--- src/common/ssp_consts.svh ---
// Constants for the synchronous serial port: widths, depths, counts.
// Assumes inclusion by bare name from the package and design files.
`ifndef SSP_CONSTS_SVH
`define SSP_CONSTS_SVH

`define SSP_WORD_W 16
`define SSP_FIFO_DEPTH 8
`define SSP_PTR_W 3
`define SSP_CNT_W 4
`define SSP_CMD_BITS 5'h08
`define SSP_CMD_TOP 4'h7
`define SSP_BITCNT_W 5
`define SSP_MIN_SIZE_M1 4'h3

`endif

--- src/common/ssp_pkg.sv ---
// Types for the synchronous serial port.
// Assumes ssp_consts.svh is on the include path.
`include "ssp_consts.svh"

package ssp_pkg;

  // Engine states, Gray coded along idle, run, done
  typedef enum logic [1:0] {
    SSP_IDLE = 2'h0,
    SSP_RUN = 2'h1,
    SSP_DONE = 2'h3
  } ssp_state_t;

  // Frame formats
  typedef enum logic [1:0] {
    SSP_FMT_SPI = 2'h0,
    SSP_FMT_PULSE = 2'h1,
    SSP_FMT_CMD = 2'h2
  } ssp_fmt_t;

endpackage

--- src/hdl/ssp_fifo.sv ---
// Eight-word, sixteen-bit flip-flop queue with count.
// Assumes push is never given when full nor pop when empty.
`timescale 1ns/1ps
`include "ssp_consts.svh"

module ssp_fifo (
  // Clock and reset
  input wire logic clock_in,
  input wire logic rst_n_in,
  input wire logic ce_in,
  // Write side
  input wire logic push_in,
  input wire logic [`SSP_WORD_W-1:0] data_in,
  // Read side
  input wire logic pop_in,
  output logic [`SSP_WORD_W-1:0] head_out,
  output logic [`SSP_CNT_W-1:0] count_out
);

  logic [`SSP_WORD_W-1:0] mem [`SSP_FIFO_DEPTH];
  logic [`SSP_WORD_W-1:0] next_mem [`SSP_FIFO_DEPTH];
  logic [`SSP_PTR_W-1:0] wr_ptr;
  logic [`SSP_PTR_W-1:0] next_wr_ptr;
  logic [`SSP_PTR_W-1:0] rd_ptr;
  logic [`SSP_PTR_W-1:0] next_rd_ptr;
  logic [`SSP_CNT_W-1:0] count;
  logic [`SSP_CNT_W-1:0] next_count;

  assign head_out = mem[rd_ptr];
  assign count_out = count;

  always_comb begin
    next_mem = mem;
    next_wr_ptr = wr_ptr;
    next_rd_ptr = rd_ptr;
    next_count = count;
    if (push_in) begin
      next_mem[wr_ptr] = data_in;
      next_wr_ptr = wr_ptr + 3'h1;
    end
    if (pop_in) begin
      next_rd_ptr = rd_ptr + 3'h1;
    end
    if (push_in && !pop_in) begin
      next_count = count + 4'h1;
    end else if (pop_in && !push_in) begin
      next_count = count - 4'h1;
    end
  end

  always_ff @(posedge clock_in or negedge rst_n_in) begin
    if (!rst_n_in) begin
      for (int i = 0; i < `SSP_FIFO_DEPTH; i++) begin
        mem[i] <= 16'h0000;
      end
      wr_ptr <= 3'h0;
      rd_ptr <= 3'h0;
      count <= 4'h0;
    end else if (ce_in) begin
      mem <= next_mem;
      wr_ptr <= next_wr_ptr;
      rd_ptr <= next_rd_ptr;
      count <= next_count;
    end
  end

endmodule

--- src/hdl/ssp_top.sv ---
// Synchronous serial port: queues, frame engine, clock divider.
// Assumes link pins are synchronous to clock_in; pads resolve enables.
// Summary of operation
// - Serial bits in become words; queued words go out serially.
// - Link has clock, frame, transmit data and receive data wires.
// - Three selectable frame formats: SPI, pulse frame, command frame.
// - Frame length programmable from 4 to 16 bits; the command frame adds 8 command bits ahead of them.
// - Separate independent eight-word sixteen-bit transmit and receive queues.
// - Master drives clock and frame; slave accepts them from outside.
// - Slave may be told not to drive its data output.
// - Master clock comes from a prescaler then a rate divider.
// - Loopback feeds transmit data back to receive internally.
`timescale 1ns/1ps
`include "ssp_consts.svh"

module ssp_top (
  // Clock and reset
  input wire logic clock_in,
  input wire logic rst_n_in,
  input wire logic ce_in,
  // Configuration
  input wire logic enable_in,
  input wire logic master_in,
  input wire logic [1:0] fmt_in,
  input wire logic [3:0] size_m1_in,
  input wire logic [7:0] prescale_in,
  input wire logic [7:0] rate_in,
  input wire logic slave_out_dis_in,
  input wire logic loopback_in,
  // Transmit queue
  input wire logic tx_write_in,
  input wire logic [`SSP_WORD_W-1:0] tx_data_in,
  // Receive queue
  input wire logic rx_read_in,
  output logic [`SSP_WORD_W-1:0] rx_data_out,
  // Status
  output logic tx_empty_out,
  output logic tx_not_full_out,
  output logic rx_not_empty_out,
  output logic rx_full_out,
  output logic busy_out,
  // Link pins
  input wire logic sclk_in,
  output logic sclk_out,
  output logic sclk_oe_n_out,
  input wire logic fss_in,
  output logic fss_out,
  output logic fss_oe_n_out,
  input wire logic rxd_in,
  output logic txd_out,
  output logic txd_oe_n_out
);

  // ****************************************
  // Queues
  // ****************************************
  logic [`SSP_WORD_W-1:0] tx_head;
  logic [`SSP_CNT_W-1:0] tx_count;
  logic [`SSP_WORD_W-1:0] rx_head;
  logic [`SSP_CNT_W-1:0] rx_count;
  logic tx_push;
  logic tx_pop;
  logic rx_push;
  logic rx_pop;
  logic [`SSP_WORD_W-1:0] rx_word;
  logic tx_full;
  logic rx_full;

  assign tx_full = tx_count == 4'h8;
  assign rx_full = rx_count == 4'h8;
  assign tx_push = tx_write_in && !tx_full;
  assign rx_pop = rx_read_in && rx_count != 4'h0;

  ssp_fifo u_tx_fifo (
    .clock_in(clock_in),
    .rst_n_in(rst_n_in),
    .ce_in(ce_in),
    .push_in(tx_push),
    .data_in(tx_data_in),
    .pop_in(tx_pop),
    .head_out(tx_head),
    .count_out(tx_count)
  );

  ssp_fifo u_rx_fifo (
    .clock_in(clock_in),
    .rst_n_in(rst_n_in),
    .ce_in(ce_in),
    .push_in(rx_push),
    .data_in(rx_word),
    .pop_in(rx_pop),
    .head_out(rx_head),
    .count_out(rx_count)
  );

  // ****************************************
  // Frame engine
  // ****************************************
  ssp_pkg::ssp_state_t state;
  ssp_pkg::ssp_state_t next_state;
  logic [`SSP_BITCNT_W-1:0] cnt;
  logic [`SSP_BITCNT_W-1:0] next_cnt;
  logic [`SSP_WORD_W-1:0] tx_shift;
  logic [`SSP_WORD_W-1:0] next_tx_shift;
  logic [`SSP_WORD_W-1:0] rx_shift;
  logic [`SSP_WORD_W-1:0] next_rx_shift;
  logic [7:0] pre_cnt;
  logic [7:0] next_pre_cnt;
  logic [7:0] rate_cnt;
  logic [7:0] next_rate_cnt;
  logic sclk_r;
  logic next_sclk_r;
  logic fss_r;
  logic next_fss_r;
  logic next_txd_r;
  logic sclk_q;
  logic fss_q;
  logic is_cmd;
  logic is_pulse;
  logic [`SSP_BITCNT_W-1:0] nbits;
  logic [3:0] top;
  logic tx_bit;
  logic rx_bit;
  logic pre_done;
  logic half;
  logic rise;
  logic fall;
  logic sample;
  logic shift;
  logic start;
  logic abort;
  logic fss_idle;
  logic [`SSP_WORD_W-1:0] size_mask;

  always_comb begin
    is_cmd = fmt_in == ssp_pkg::SSP_FMT_CMD;
    is_pulse = fmt_in == ssp_pkg::SSP_FMT_PULSE;
    fss_idle = !is_pulse;
    // Sizes below four bits are raised to four
    top = (size_m1_in < `SSP_MIN_SIZE_M1) ? `SSP_MIN_SIZE_M1 : size_m1_in;
    size_mask = 16'hffff >> (4'hf - top);
    nbits = {1'b0, top} + 5'h01 + (is_cmd ? `SSP_CMD_BITS : 5'h00);
    tx_bit = tx_shift[is_cmd ? `SSP_CMD_TOP : top];
    rx_bit = loopback_in ? tx_bit : rxd_in;
    pre_done = {1'b0, pre_cnt} + 9'h001 >= {1'b0, prescale_in};
    half = state == ssp_pkg::SSP_RUN && pre_done && rate_cnt >= rate_in;
    if (master_in) begin
      rise = half && !sclk_r;
      fall = half && sclk_r;
      start = tx_count != 4'h0;
      abort = 1'b0;
    end else begin
      rise = state == ssp_pkg::SSP_RUN && sclk_in && !sclk_q;
      fall = state == ssp_pkg::SSP_RUN && !sclk_in && sclk_q;
      start = is_pulse ? (fss_in && !fss_q) : (!fss_in && fss_q);
      abort = !is_pulse && fss_in && state == ssp_pkg::SSP_RUN;
    end
    sample = is_pulse ? fall : rise;
    shift = (is_pulse ? rise : fall) && cnt != 5'h00;
  end

  always_comb begin
    next_state = state;
    next_cnt = cnt;
    next_tx_shift = tx_shift;
    next_rx_shift = rx_shift;
    next_pre_cnt = 8'h00;
    next_rate_cnt = 8'h00;
    next_sclk_r = sclk_r;
    next_fss_r = fss_r;
    tx_pop = 1'b0;
    rx_push = 1'b0;
    rx_word = rx_shift & size_mask;
    case (state)
      ssp_pkg::SSP_IDLE: begin
        next_sclk_r = 1'b0;
        next_fss_r = fss_idle;
        next_cnt = 5'h00;
        if (enable_in && start) begin
          tx_pop = tx_count != 4'h0;
          next_tx_shift = tx_pop ? tx_head : 16'h0000;
          next_fss_r = !fss_idle;
          next_state = ssp_pkg::SSP_RUN;
        end
      end
      ssp_pkg::SSP_RUN: begin
        // Half bit period is prescale times (rate plus one) cycles, a prescale of zero counting as one
        next_pre_cnt = pre_done ? 8'h00 : pre_cnt + 8'h01;
        next_rate_cnt = rate_cnt;
        if (pre_done) begin
          next_rate_cnt = half ? 8'h00 : rate_cnt + 8'h01;
        end
        if (half) begin
          next_sclk_r = !sclk_r;
        end
        if (shift) begin
          next_tx_shift = {tx_shift[14:0], 1'b0};
        end
        if (sample) begin
          next_cnt = cnt + 5'h01;
          if (!is_cmd || cnt >= `SSP_CMD_BITS) begin
            next_rx_shift = {rx_shift[14:0], rx_bit};
          end
        end
        if (is_pulse && fall) begin
          next_fss_r = 1'b0;
        end
        if (fall && next_cnt == nbits) begin
          next_state = ssp_pkg::SSP_DONE;
        end
        if (abort || !enable_in) begin
          next_state = ssp_pkg::SSP_IDLE;
        end
      end
      ssp_pkg::SSP_DONE: begin
        rx_push = !rx_full;
        next_rx_shift = 16'h0000;
        next_fss_r = fss_idle;
        next_sclk_r = 1'b0;
        next_state = ssp_pkg::SSP_IDLE;
      end
      default: begin
        next_state = ssp_pkg::SSP_IDLE;
      end
    endcase
    next_txd_r = next_tx_shift[is_cmd ? `SSP_CMD_TOP : top];
  end

  always_ff @(posedge clock_in or negedge rst_n_in) begin
    if (!rst_n_in) begin
      state <= ssp_pkg::SSP_IDLE;
      cnt <= 5'h00;
      tx_shift <= 16'h0000;
      rx_shift <= 16'h0000;
      pre_cnt <= 8'h00;
      rate_cnt <= 8'h00;
      sclk_r <= 1'b0;
      fss_r <= 1'b1;
      sclk_q <= 1'b0;
      fss_q <= 1'b1;
    end else if (ce_in) begin
      state <= next_state;
      cnt <= next_cnt;
      tx_shift <= next_tx_shift;
      rx_shift <= next_rx_shift;
      pre_cnt <= next_pre_cnt;
      rate_cnt <= next_rate_cnt;
      sclk_r <= next_sclk_r;
      fss_r <= next_fss_r;
      sclk_q <= sclk_in;
      fss_q <= fss_in;
    end
  end

  // ****************************************
  // Registered outputs
  // ****************************************
  logic next_sclk_oe_n;
  logic next_txd_oe_n;
  logic drive_link;

  always_comb begin
    drive_link = enable_in && master_in;
    next_sclk_oe_n = !drive_link;
    next_txd_oe_n = !(enable_in && (master_in || !slave_out_dis_in));
  end

  always_ff @(posedge clock_in or negedge rst_n_in) begin
    if (!rst_n_in) begin
      sclk_out <= 1'b0;
      sclk_oe_n_out <= 1'b1;
      fss_out <= 1'b1;
      fss_oe_n_out <= 1'b1;
      txd_out <= 1'b0;
      txd_oe_n_out <= 1'b1;
      rx_data_out <= 16'h0000;
      tx_empty_out <= 1'b1;
      tx_not_full_out <= 1'b1;
      rx_not_empty_out <= 1'b0;
      rx_full_out <= 1'b0;
      busy_out <= 1'b0;
    end else if (ce_in) begin
      sclk_out <= next_sclk_r;
      sclk_oe_n_out <= next_sclk_oe_n;
      fss_out <= next_fss_r;
      fss_oe_n_out <= next_sclk_oe_n;
      txd_out <= next_txd_r;
      txd_oe_n_out <= next_txd_oe_n;
      rx_data_out <= rx_head;
      tx_empty_out <= tx_count == 4'h0;
      tx_not_full_out <= !tx_full;
      rx_not_empty_out <= rx_count != 4'h0;
      rx_full_out <= rx_full;
      busy_out <= next_state != ssp_pkg::SSP_IDLE;
    end
  end

endmodule

--- config.mk ---
export PLATFORM = sky130hd
export DESIGN_NAME = ssp_top
export DESIGN_NICKNAME = d
export VERILOG_FILES = /design/src/common/ssp_pkg.sv /design/src/hdl/ssp_fifo.sv /design/src/hdl/ssp_top.sv
export VERILOG_INCLUDE_DIRS = /design/src /design/src/common
export SDC_FILE = /design/constraint.sdc
export NUM_CORES = 1
export LEC_CHECK = 0
export ABC_CLOCK_PERIOD_IN_PS = 8900
export BUFFER_PORTS_ARGS = -buffer_cell sky130_fd_sc_hd__clkbuf_2
export CORE_ASPECT_RATIO = 0.5
export CORE_MARGIN = 5
export CORE_UTILIZATION = 45
export CTS_CLUSTER_DIAMETER = 80
export DETAILED_ROUTE_END_ITERATION = 12
export PLACE_DENSITY = 0.71
export SLEW_MARGIN = 25
export SYNTH_ARGS = -nofsm -noshare
export SYNTH_HDL_FRONTEND = slang
export SYNTH_SLANG_ARGS = --single-unit
export TNS_END_PERCENT = 30
--- constraint.sdc ---
create_clock -name clock_in -period 8.9 [get_ports clock_in]
set_input_delay 1.335 -clock clock_in [delete_from_list [all_inputs] [get_ports clock_in]]
set_output_delay 1.335 -clock clock_in [all_outputs]
set_load 0.02 [all_outputs]
# --- Word level (Yosys, flattened, before mapping) ---
# Cells that the tools add are included.
word_totals:
  elab_cells: 213
  register_bits: 359
  out_inout_bits: 27
  inputBits: 50
op_classes:
  n_lt_le_gt_ge: 11
  n_shift: 1
  mux: 58
  n_reduce_logical: 70
  bitwise: 5
  add_sub_neg: 15
  n_eq_ne: 12
op_table:
  columns: ["cell", "count"]
  rows:
  - ["$bwmux 128", 2]
  - ["$mux 16", 11]
  - ["$bmux 16 s3", 2]
  - ["$demux 16 s3", 2]
  - ["$pmux 16 s2", 2]
  - ["$mux 8", 5]
  - ["$mux 4", 7]
  - ["$logic_and 1x1->1", 26]
  - ["$logic_not 1->1", 17]
  - ["$add 8x1->8 const B", 2]
  - ["$and 16x16->16", 1]
  - ["$ge 4x4->1 const B", 4]
  - ["$mux 1", 16]
  - ["$not 3->4", 4]
  - ["$reduce_and 2->1", 8]
  - ["$shr 16x4->16 const A", 1]
  - ["$add 3x1->3 const B", 4]
  - ["$reduce_bool 2->1", 6]
  - ["$mux 5", 2]
  - ["$pmux 5 s2", 1]
  - ["$add 8x1->9 const B", 1]
  - ["$ge 9x8->1", 1]
  - ["$add 4x1->4 const B", 2]
  - ["$bmux 1 s4", 2]
  - ["other kinds (29)", 43]

# --- Depth between registers and ports, before layout ---
logic_depth:
  ltp_word: 15
  ltp_mapped: 16
  ltp_nobuf: 14

# --- Cells and area by module ---
# A second synthesis with hierarchy kept.
hier_totals:
  hier_cells: 1393
  area_unflattened_um2: 18356.4
modules_own_cells:
  columns: ["mod", "n_inst", "cells_each", "area_each_um2", "seq_area_each_um2"]
  rows:
  - ["ssp_fifo at u_tx_fifo", 1, 387, 6379.9, 3453.3]
  - ["ssp_fifo at u_rx_fifo", 1, 386, 6369.9, 3453.3]
  - ["ssp_top", 1, 620, 5606.6, 2084.5]

# --- Worst setup path before layout ---
# Ideal clock, no wire load.
synth_timing:
  path_type: "input port to flip-flop"
  start: "in prescale_in[6]"
  end: "reg txd_out"
  slack_ps: 4937
  setup_time_ps: 134
  path_buffers: 2
  path_stages: 13
  arrival_ps: 3829
  t_required_ps: 8766
  cell_sequence: "inv_1 ha_1 a21o_1 a221oi_2 o211ai_2 a31o_1 buf_6 and2_4 buf_6 a221o_1 a211o_1 a41o_1 nand4b_1"
synth_between:
  elab_chain_len: 11
  elab_cells_between_ends: 13
  cone_classes: "order compare (1); mux (7); reduce/logical (5)"
synth_lines:
  columns: ["item", "line", "text"]
  rows:
  - ["from (decl)", "ssp_top.sv:26", "input wire logic [7:0] prescale_in,"]
  - ["$ge 9x8->1 *", "ssp_top.sv:145", "pre_done = {1'b0, pre_cnt} + 9'h001 >= {1'b0, prescale_in};"]
  - ["$logic_and 1x1->1 * (2 in series)", "ssp_top.sv:146", "half = state == ssp_pkg::SSP_RUN && pre_done && rate_cnt >= rate_in;"]
  - ["$logic_and 1x1->1, on equally long branches", "ssp_top.sv:149, ssp_top.sv:148", null]
  - ["$mux 1", "ssp_top.sv:147", "if (master_in) begin"]
  - ["$mux 1 *", "ssp_top.sv:159", "shift = (is_pulse ? rise : fall) && cnt != 5'h00;"]
  - ["$logic_and 1x1->1 *", "ssp_top.sv:159", null]
  - ["$mux 16 *", "ssp_top.sv:196", "if (shift) begin"]
  - ["$pmux 16 s2 *", "ssp_top.sv:174", "case (state)"]
  - ["$bmux 1 s4 *", "ssp_top.sv:226", "next_txd_r = next_tx_shift[is_cmd ? `SSP_CMD_TOP : top];"]
  - ["$mux 1 *", "ssp_top.sv:226", null]
  - ["to (signal assigned)", "ssp_top.sv:287", "txd_out <= next_txd_r;"]
  - ["to (decl)", "ssp_top.sv:50", "output logic txd_out,"]
# Mark *: on every way between the ends. The rest lies on a longest branch, timed or not. The select of a mux whose other input is x is not followed.
# A chain may end at the register's enable or synchronous reset.

# --- Worst setup path in the final report ---
layout_timing:
  start: "reg pre_cnt[0]"
  end: "reg txd_out"
layout_between:
  elab_chain_len: 12
  elab_cells_between_ends: 14
  cone_classes: "add/sub (1); order compare (1); mux (7); reduce/logical (5)"
layout_lines:
  columns: ["item", "line", "text"]
  rows:
  - ["from (decl)", "ssp_top.sv:107", "logic [7:0] pre_cnt;"]
  - ["from (signal assigned)", "ssp_top.sv:246", "pre_cnt <= next_pre_cnt;"]
  - ["$add 8x1->9 *", "ssp_top.sv:145", null]
  - ["$ge 9x8->1 *", "ssp_top.sv:145", null]
  - ["$logic_and 1x1->1 * (2 in series)", "ssp_top.sv:146", null]
  - ["$logic_and 1x1->1, on equally long branches", "ssp_top.sv:149, ssp_top.sv:148", null]
  - ["$mux 1", "ssp_top.sv:147", null]
  - ["$mux 1 *", "ssp_top.sv:159", null]
  - ["$logic_and 1x1->1 *", "ssp_top.sv:159", null]
  - ["$mux 16 *", "ssp_top.sv:196", null]
  - ["$pmux 16 s2 *", "ssp_top.sv:174", null]
  - ["$bmux 1 s4 *", "ssp_top.sv:226", null]
  - ["$mux 1 *", "ssp_top.sv:226", null]
# Marks and branches as above.

==> impl_summary.md <==
Worst setup path
The category of the worst setup path capture point is a flop. Tracing the worst setup path back leads to its startpoint at pre_cnt[0]$_DFFE_PN0P_. In this run the worst path has a maximum fanout of 8.

The startpoint-to-endpoint class of the critical path is reg2reg. The signal arrival time at the worst endpoint is 4.65 ns. Data on the critical path is required at its endpoint by 9.35 ns. The critical register-to-register path startpoint is pre_cnt[0]$_DFFE_PN0P_.

The nature of the critical path startpoint is a flop.

Floorplan
The number of core rows is 51. The core region is 38700 um2. The overall die area is 43300 um2. The floorplan die width is 289 um. The floorplan step set the die height to 150 um. The number of top-level pins is 77. The initial utilization of the core area, before any placement, comes to 45.4%.

Drt
The final antenna-violating net count is 0. The total number of vias is 11900. The routed wire length is 38.5 mm. The number of design rule violations left after detail routing is 0. The per-cell via count in the routed design is 5.56. In the final routed layout, each cell accounts on average for 18.1 um.

The first TritonRoute pass finished after 6 iterations. The iteration-0 DRC count of the detailed router is 818.

Synthesis
The post-synthesis cell type with the largest combined area is sky130_fd_sc_hd__dfrtp_1. For this run, asynchronously set or reset flops after synthesis account for 100%. The cell with the most instances after synthesis is sky130_fd_sc_hd__dfrtp_1. The portion of synthesized cell area occupied by the leading cell type is 50.3%. In this run, synthesis inferred 0 flip-flops with an integrated enable. After technology mapping, the gate count stands at 1532.

The count of state elements after synthesis is 359. The synthesized net count is 1624. The most frequently used flop master after synthesis is sky130_fd_sc_hd__dfrtp_1. The synthesized cell area is 17500 um2. For this run, the register share of the synthesized area comes to 51.2%. By count the netlist is led by 353 x sky130_fd_sc_hd__dfrtp_1, 212 x sky130_fd_sc_hd__nand2_1, 168 x sky130_fd_sc_hd__o21ai_0. The average cell area after synthesis is 11.5 um2.

The count of synthesis-stage warnings from yosys is 0. The count of distinct cell types in the synthesized netlist is 64. By area the synthesized netlist is led by sky130_fd_sc_hd__dfrtp_1 50%, sky130_fd_sc_hd__mux2_2 10%, sky130_fd_sc_hd__mux4_2 8.2%.

STA
The count of final max-slew check failures came to 0. The sum of negative setup slack is 0 ns. The remaining max-slew budget at the tightest pin is 31.8%. The maximum clock frequency is 238 MHz. The transition time at the pin with the least slew margin is 1.02 ns. The number of failing hold endpoints at the final stage was 0. Setup violations remaining at the end of the flow were counted as 0. Between clock sinks in the finished design, the worst skew comes to 0.0181 ns. The final worst-path cycle share is 47.2%. After layout, the minimum clock period comes to 4.20 ns. Setup repair after global routing left no endpoint under its margin.

Clock tree
The number of clock sinks is 359. TritonCTS built the clock tree. The clock reaches the later pin of the worst-skew pair after 0.52 ns. Clock-pin slew was measured on the worst setup and hold paths at 0.06 ns. The number of buffers inserted to repair setup after CTS is 0. Once the clock tree was built, the resizer swapped 0 gates to a different size. The TritonCTS buffer count is 35. The H-tree was split into 2 levels. The number of buffers on the longest clock path is 3. The clock root buffer is sky130_fd_sc_hd__clkbuf_16. The hold buffer count at CTS is 0.

Final layout
For this run, the post-layout net count is 1672. The finished cells cover 19600 um2. After the flow finishes, the layout carries non-filler instances totaling 2133. The number of antenna diodes in the final layout is 0. The layout overhead on the synthesized area is 12.0%. Of the cells placed in the final design, the portion with a size suffix greater than 1 is 24.1%.

Hold path
The critical hold path startpoint is u_rx_fifo.mem[85]$_DFFE_PN0P_. The path class of the lowest-slack min-delay path is reg2reg.

Pwr
In this run the power density over the cells is 273 nW/um2. The leakage power summed over all cells is 8.67 nW. The worst-case vdd ir drop is 141 uV.

The overall power of the completed layout is 5.37 mW.

Placed design
In this run, placement finished with an instance count of 2072. At the end of routability-driven placement, the weighted congestion stood at 0.915. The number of port buffers is 76. Detailed placement finished with a half-perimeter wire length of 24.5 mm.

The cell area after placement is 18400 um2.

GRT
The number of antenna violations at the first check in global routing was 0. The number of global-route vias before repair is 11900. The total grt overflow is 0. The first global-routing pass estimated 64.5 mm of wire. For this run, the total global-route usage over all layers was measured as 18.2%. The largest net degree at the start of global routing is 178.

Flow run
Max-cap violations in this run came to 0.

Outcome
The run finished with clean final reports.
path summary, 6_finish.rpt:
check / end / slack, ns / depth (start not counted)
min: u_rx_fifo.mem[85]$_DFFE_PN0P_ / 0.48 / 2
min in group asynchronous: rx_data_out[1]$_DFFE_PN0P_ / 0.92 / 1
min reg2reg: u_rx_fifo.mem[85]$_DFFE_PN0P_ / 0.48 / 2
max reg2reg: txd_out$_DFFE_PN0P_ / 4.70 / 14
max in group asynchronous: u_tx_fifo.rd_ptr[0]$_DFFE_PN0P_ / 6.45 / 3
max: txd_out$_DFFE_PN0P_ / 4.70 / 14
report_power, final:
part / internal, mW / leakage, nW / switching (mW) / total (mW)
clock network: 0.934 / 0.573 / 0.622 / 1.56
registers: 2.01 / 4.69 / 0.252 / 2.27
logic: 0.798 / 3.41 / 0.746 / 1.54
worst max-delay path, stage by stage, from the launching register on:
cell and delay (ns):
sky130_fd_sc_hd__dfrtp_1 0.45, sky130_fd_sc_hd__ha_1 0.26, sky130_fd_sc_hd__and3_1 0.23, sky130_fd_sc_hd__nand3_1 0.15, sky130_fd_sc_hd__xnor2_1 0.17, sky130_fd_sc_hd__ha_1 0.29
sky130_fd_sc_hd__a21o_1 0.17, sky130_fd_sc_hd__a221oi_2 0.32, sky130_fd_sc_hd__o211ai_2 0.23, sky130_fd_sc_hd__a311oi_1 0.72, sky130_fd_sc_hd__or2_1 0.35, sky130_fd_sc_hd__a21oi_1 0.14
sky130_fd_sc_hd__a2111oi_0 0.39, sky130_fd_sc_hd__nand4_1 0.14, sky130_fd_sc_hd__nand4b_1 0.12
per-stage QoR:
step / util [%] / hold WS [ns] / setup slack, ns
detailed placement: 47.7 / 0.465 / 4.56
CTS: 50.7 / 0.480 / 4.78
global placement: 47.7 / 0.457 / 4.62
finish: 50.8 / 0.476 / 4.70
global route: 50.8 / 0.497 / 4.33
floorplan: - / 0.445 / 4.94
cells by family after synthesis:
group	Yosys count	synth area share, %
AO/OA/AOI/OAI	299	10.1
AND/OR/NAND/NOR	411	10.4
multiplexers	264	20.7
flip-flops	359	51.2
XOR/XNOR	31	1.55
adder cells (fa/ha/maj)	42	3.08
buffers and inverters	126	2.88
state kept, by name, summed over array words and instances, names as in the netlist, 4 cells and up:
register             flops
tx_shift                16
u_tx_fifo.count_out      4
rate_cnt                 8
cnt                      5
pre_cnt                  8
rx_shift                16
u_rx_fifo.count_out      4
u_rx_fifo.mem          128
u_tx_fifo.mem          128
rx_data_out             16
cell usage in the layout, fill, tap and decap left out, types with 6 or more instances in the layout:
cell	netlist	layout
sky130_fd_sc_hd__dfrtp_1	353	351
sky130_fd_sc_hd__nand2_1	212	210
sky130_fd_sc_hd__o21ai_0	168	168
sky130_fd_sc_hd__mux2_2	156	156
sky130_fd_sc_hd__nor2_1	77	77
sky130_fd_sc_hd__clkbuf_2	0	74
sky130_fd_sc_hd__mux4_2	64	64
sky130_fd_sc_hd__mux2i_1	44	44
sky130_fd_sc_hd__ha_1	40	40
sky130_fd_sc_hd__inv_1	36	36
sky130_fd_sc_hd__a21oi_1	36	36
sky130_fd_sc_hd__clkbuf_16	0	35
sky130_fd_sc_hd__nand2b_1	32	32
sky130_fd_sc_hd__nand3_1	24	24
sky130_fd_sc_hd__buf_4	3	24
sky130_fd_sc_hd__xnor2_1	21	21
sky130_fd_sc_hd__nor3_1	16	15
sky130_fd_sc_hd__o2bb2ai_1	13	13
sky130_fd_sc_hd__a31oi_1	11	11
sky130_fd_sc_hd__xor2_1	10	10
sky130_fd_sc_hd__clkbuf_1	71	10
sky130_fd_sc_hd__and2_1	9	9
sky130_fd_sc_hd__a22o_1	9	9
sky130_fd_sc_hd__and3_1	8	8
sky130_fd_sc_hd__nand4_1	8	8
sky130_fd_sc_hd__a211oi_1	8	8
sky130_fd_sc_hd__a21o_1	7	7
sky130_fd_sc_hd__o21ai_1	6	6
sky130_fd_sc_hd__bufinv_16	0	6
sky130_fd_sc_hd__dfstp_2	6	6
metal layers:
metal,up-vias,GRT usage [%],wire length (um)
met5,-,0,0
met4,0,4.00,720
met3,57,2.97,1490
met2,238,30.5,18600
met1,5980,25.4,17700
li1,5588,-,-
final cells by class:
| type | instances | area, um2 |
|---|---|---|
| fill | 3398 | 19000 |
| sequential | 359 | 8990 |
| multi-input combinational | 1047 | 8060 |
| clock buffer | 49 | 968 |
| tap | 530 | 663 |
| timing repair buffer | 101 | 613 |
| clock inverter | 11 | 211 |
| inverter | 36 | 135 |
(Power assumes the default switching activity.)
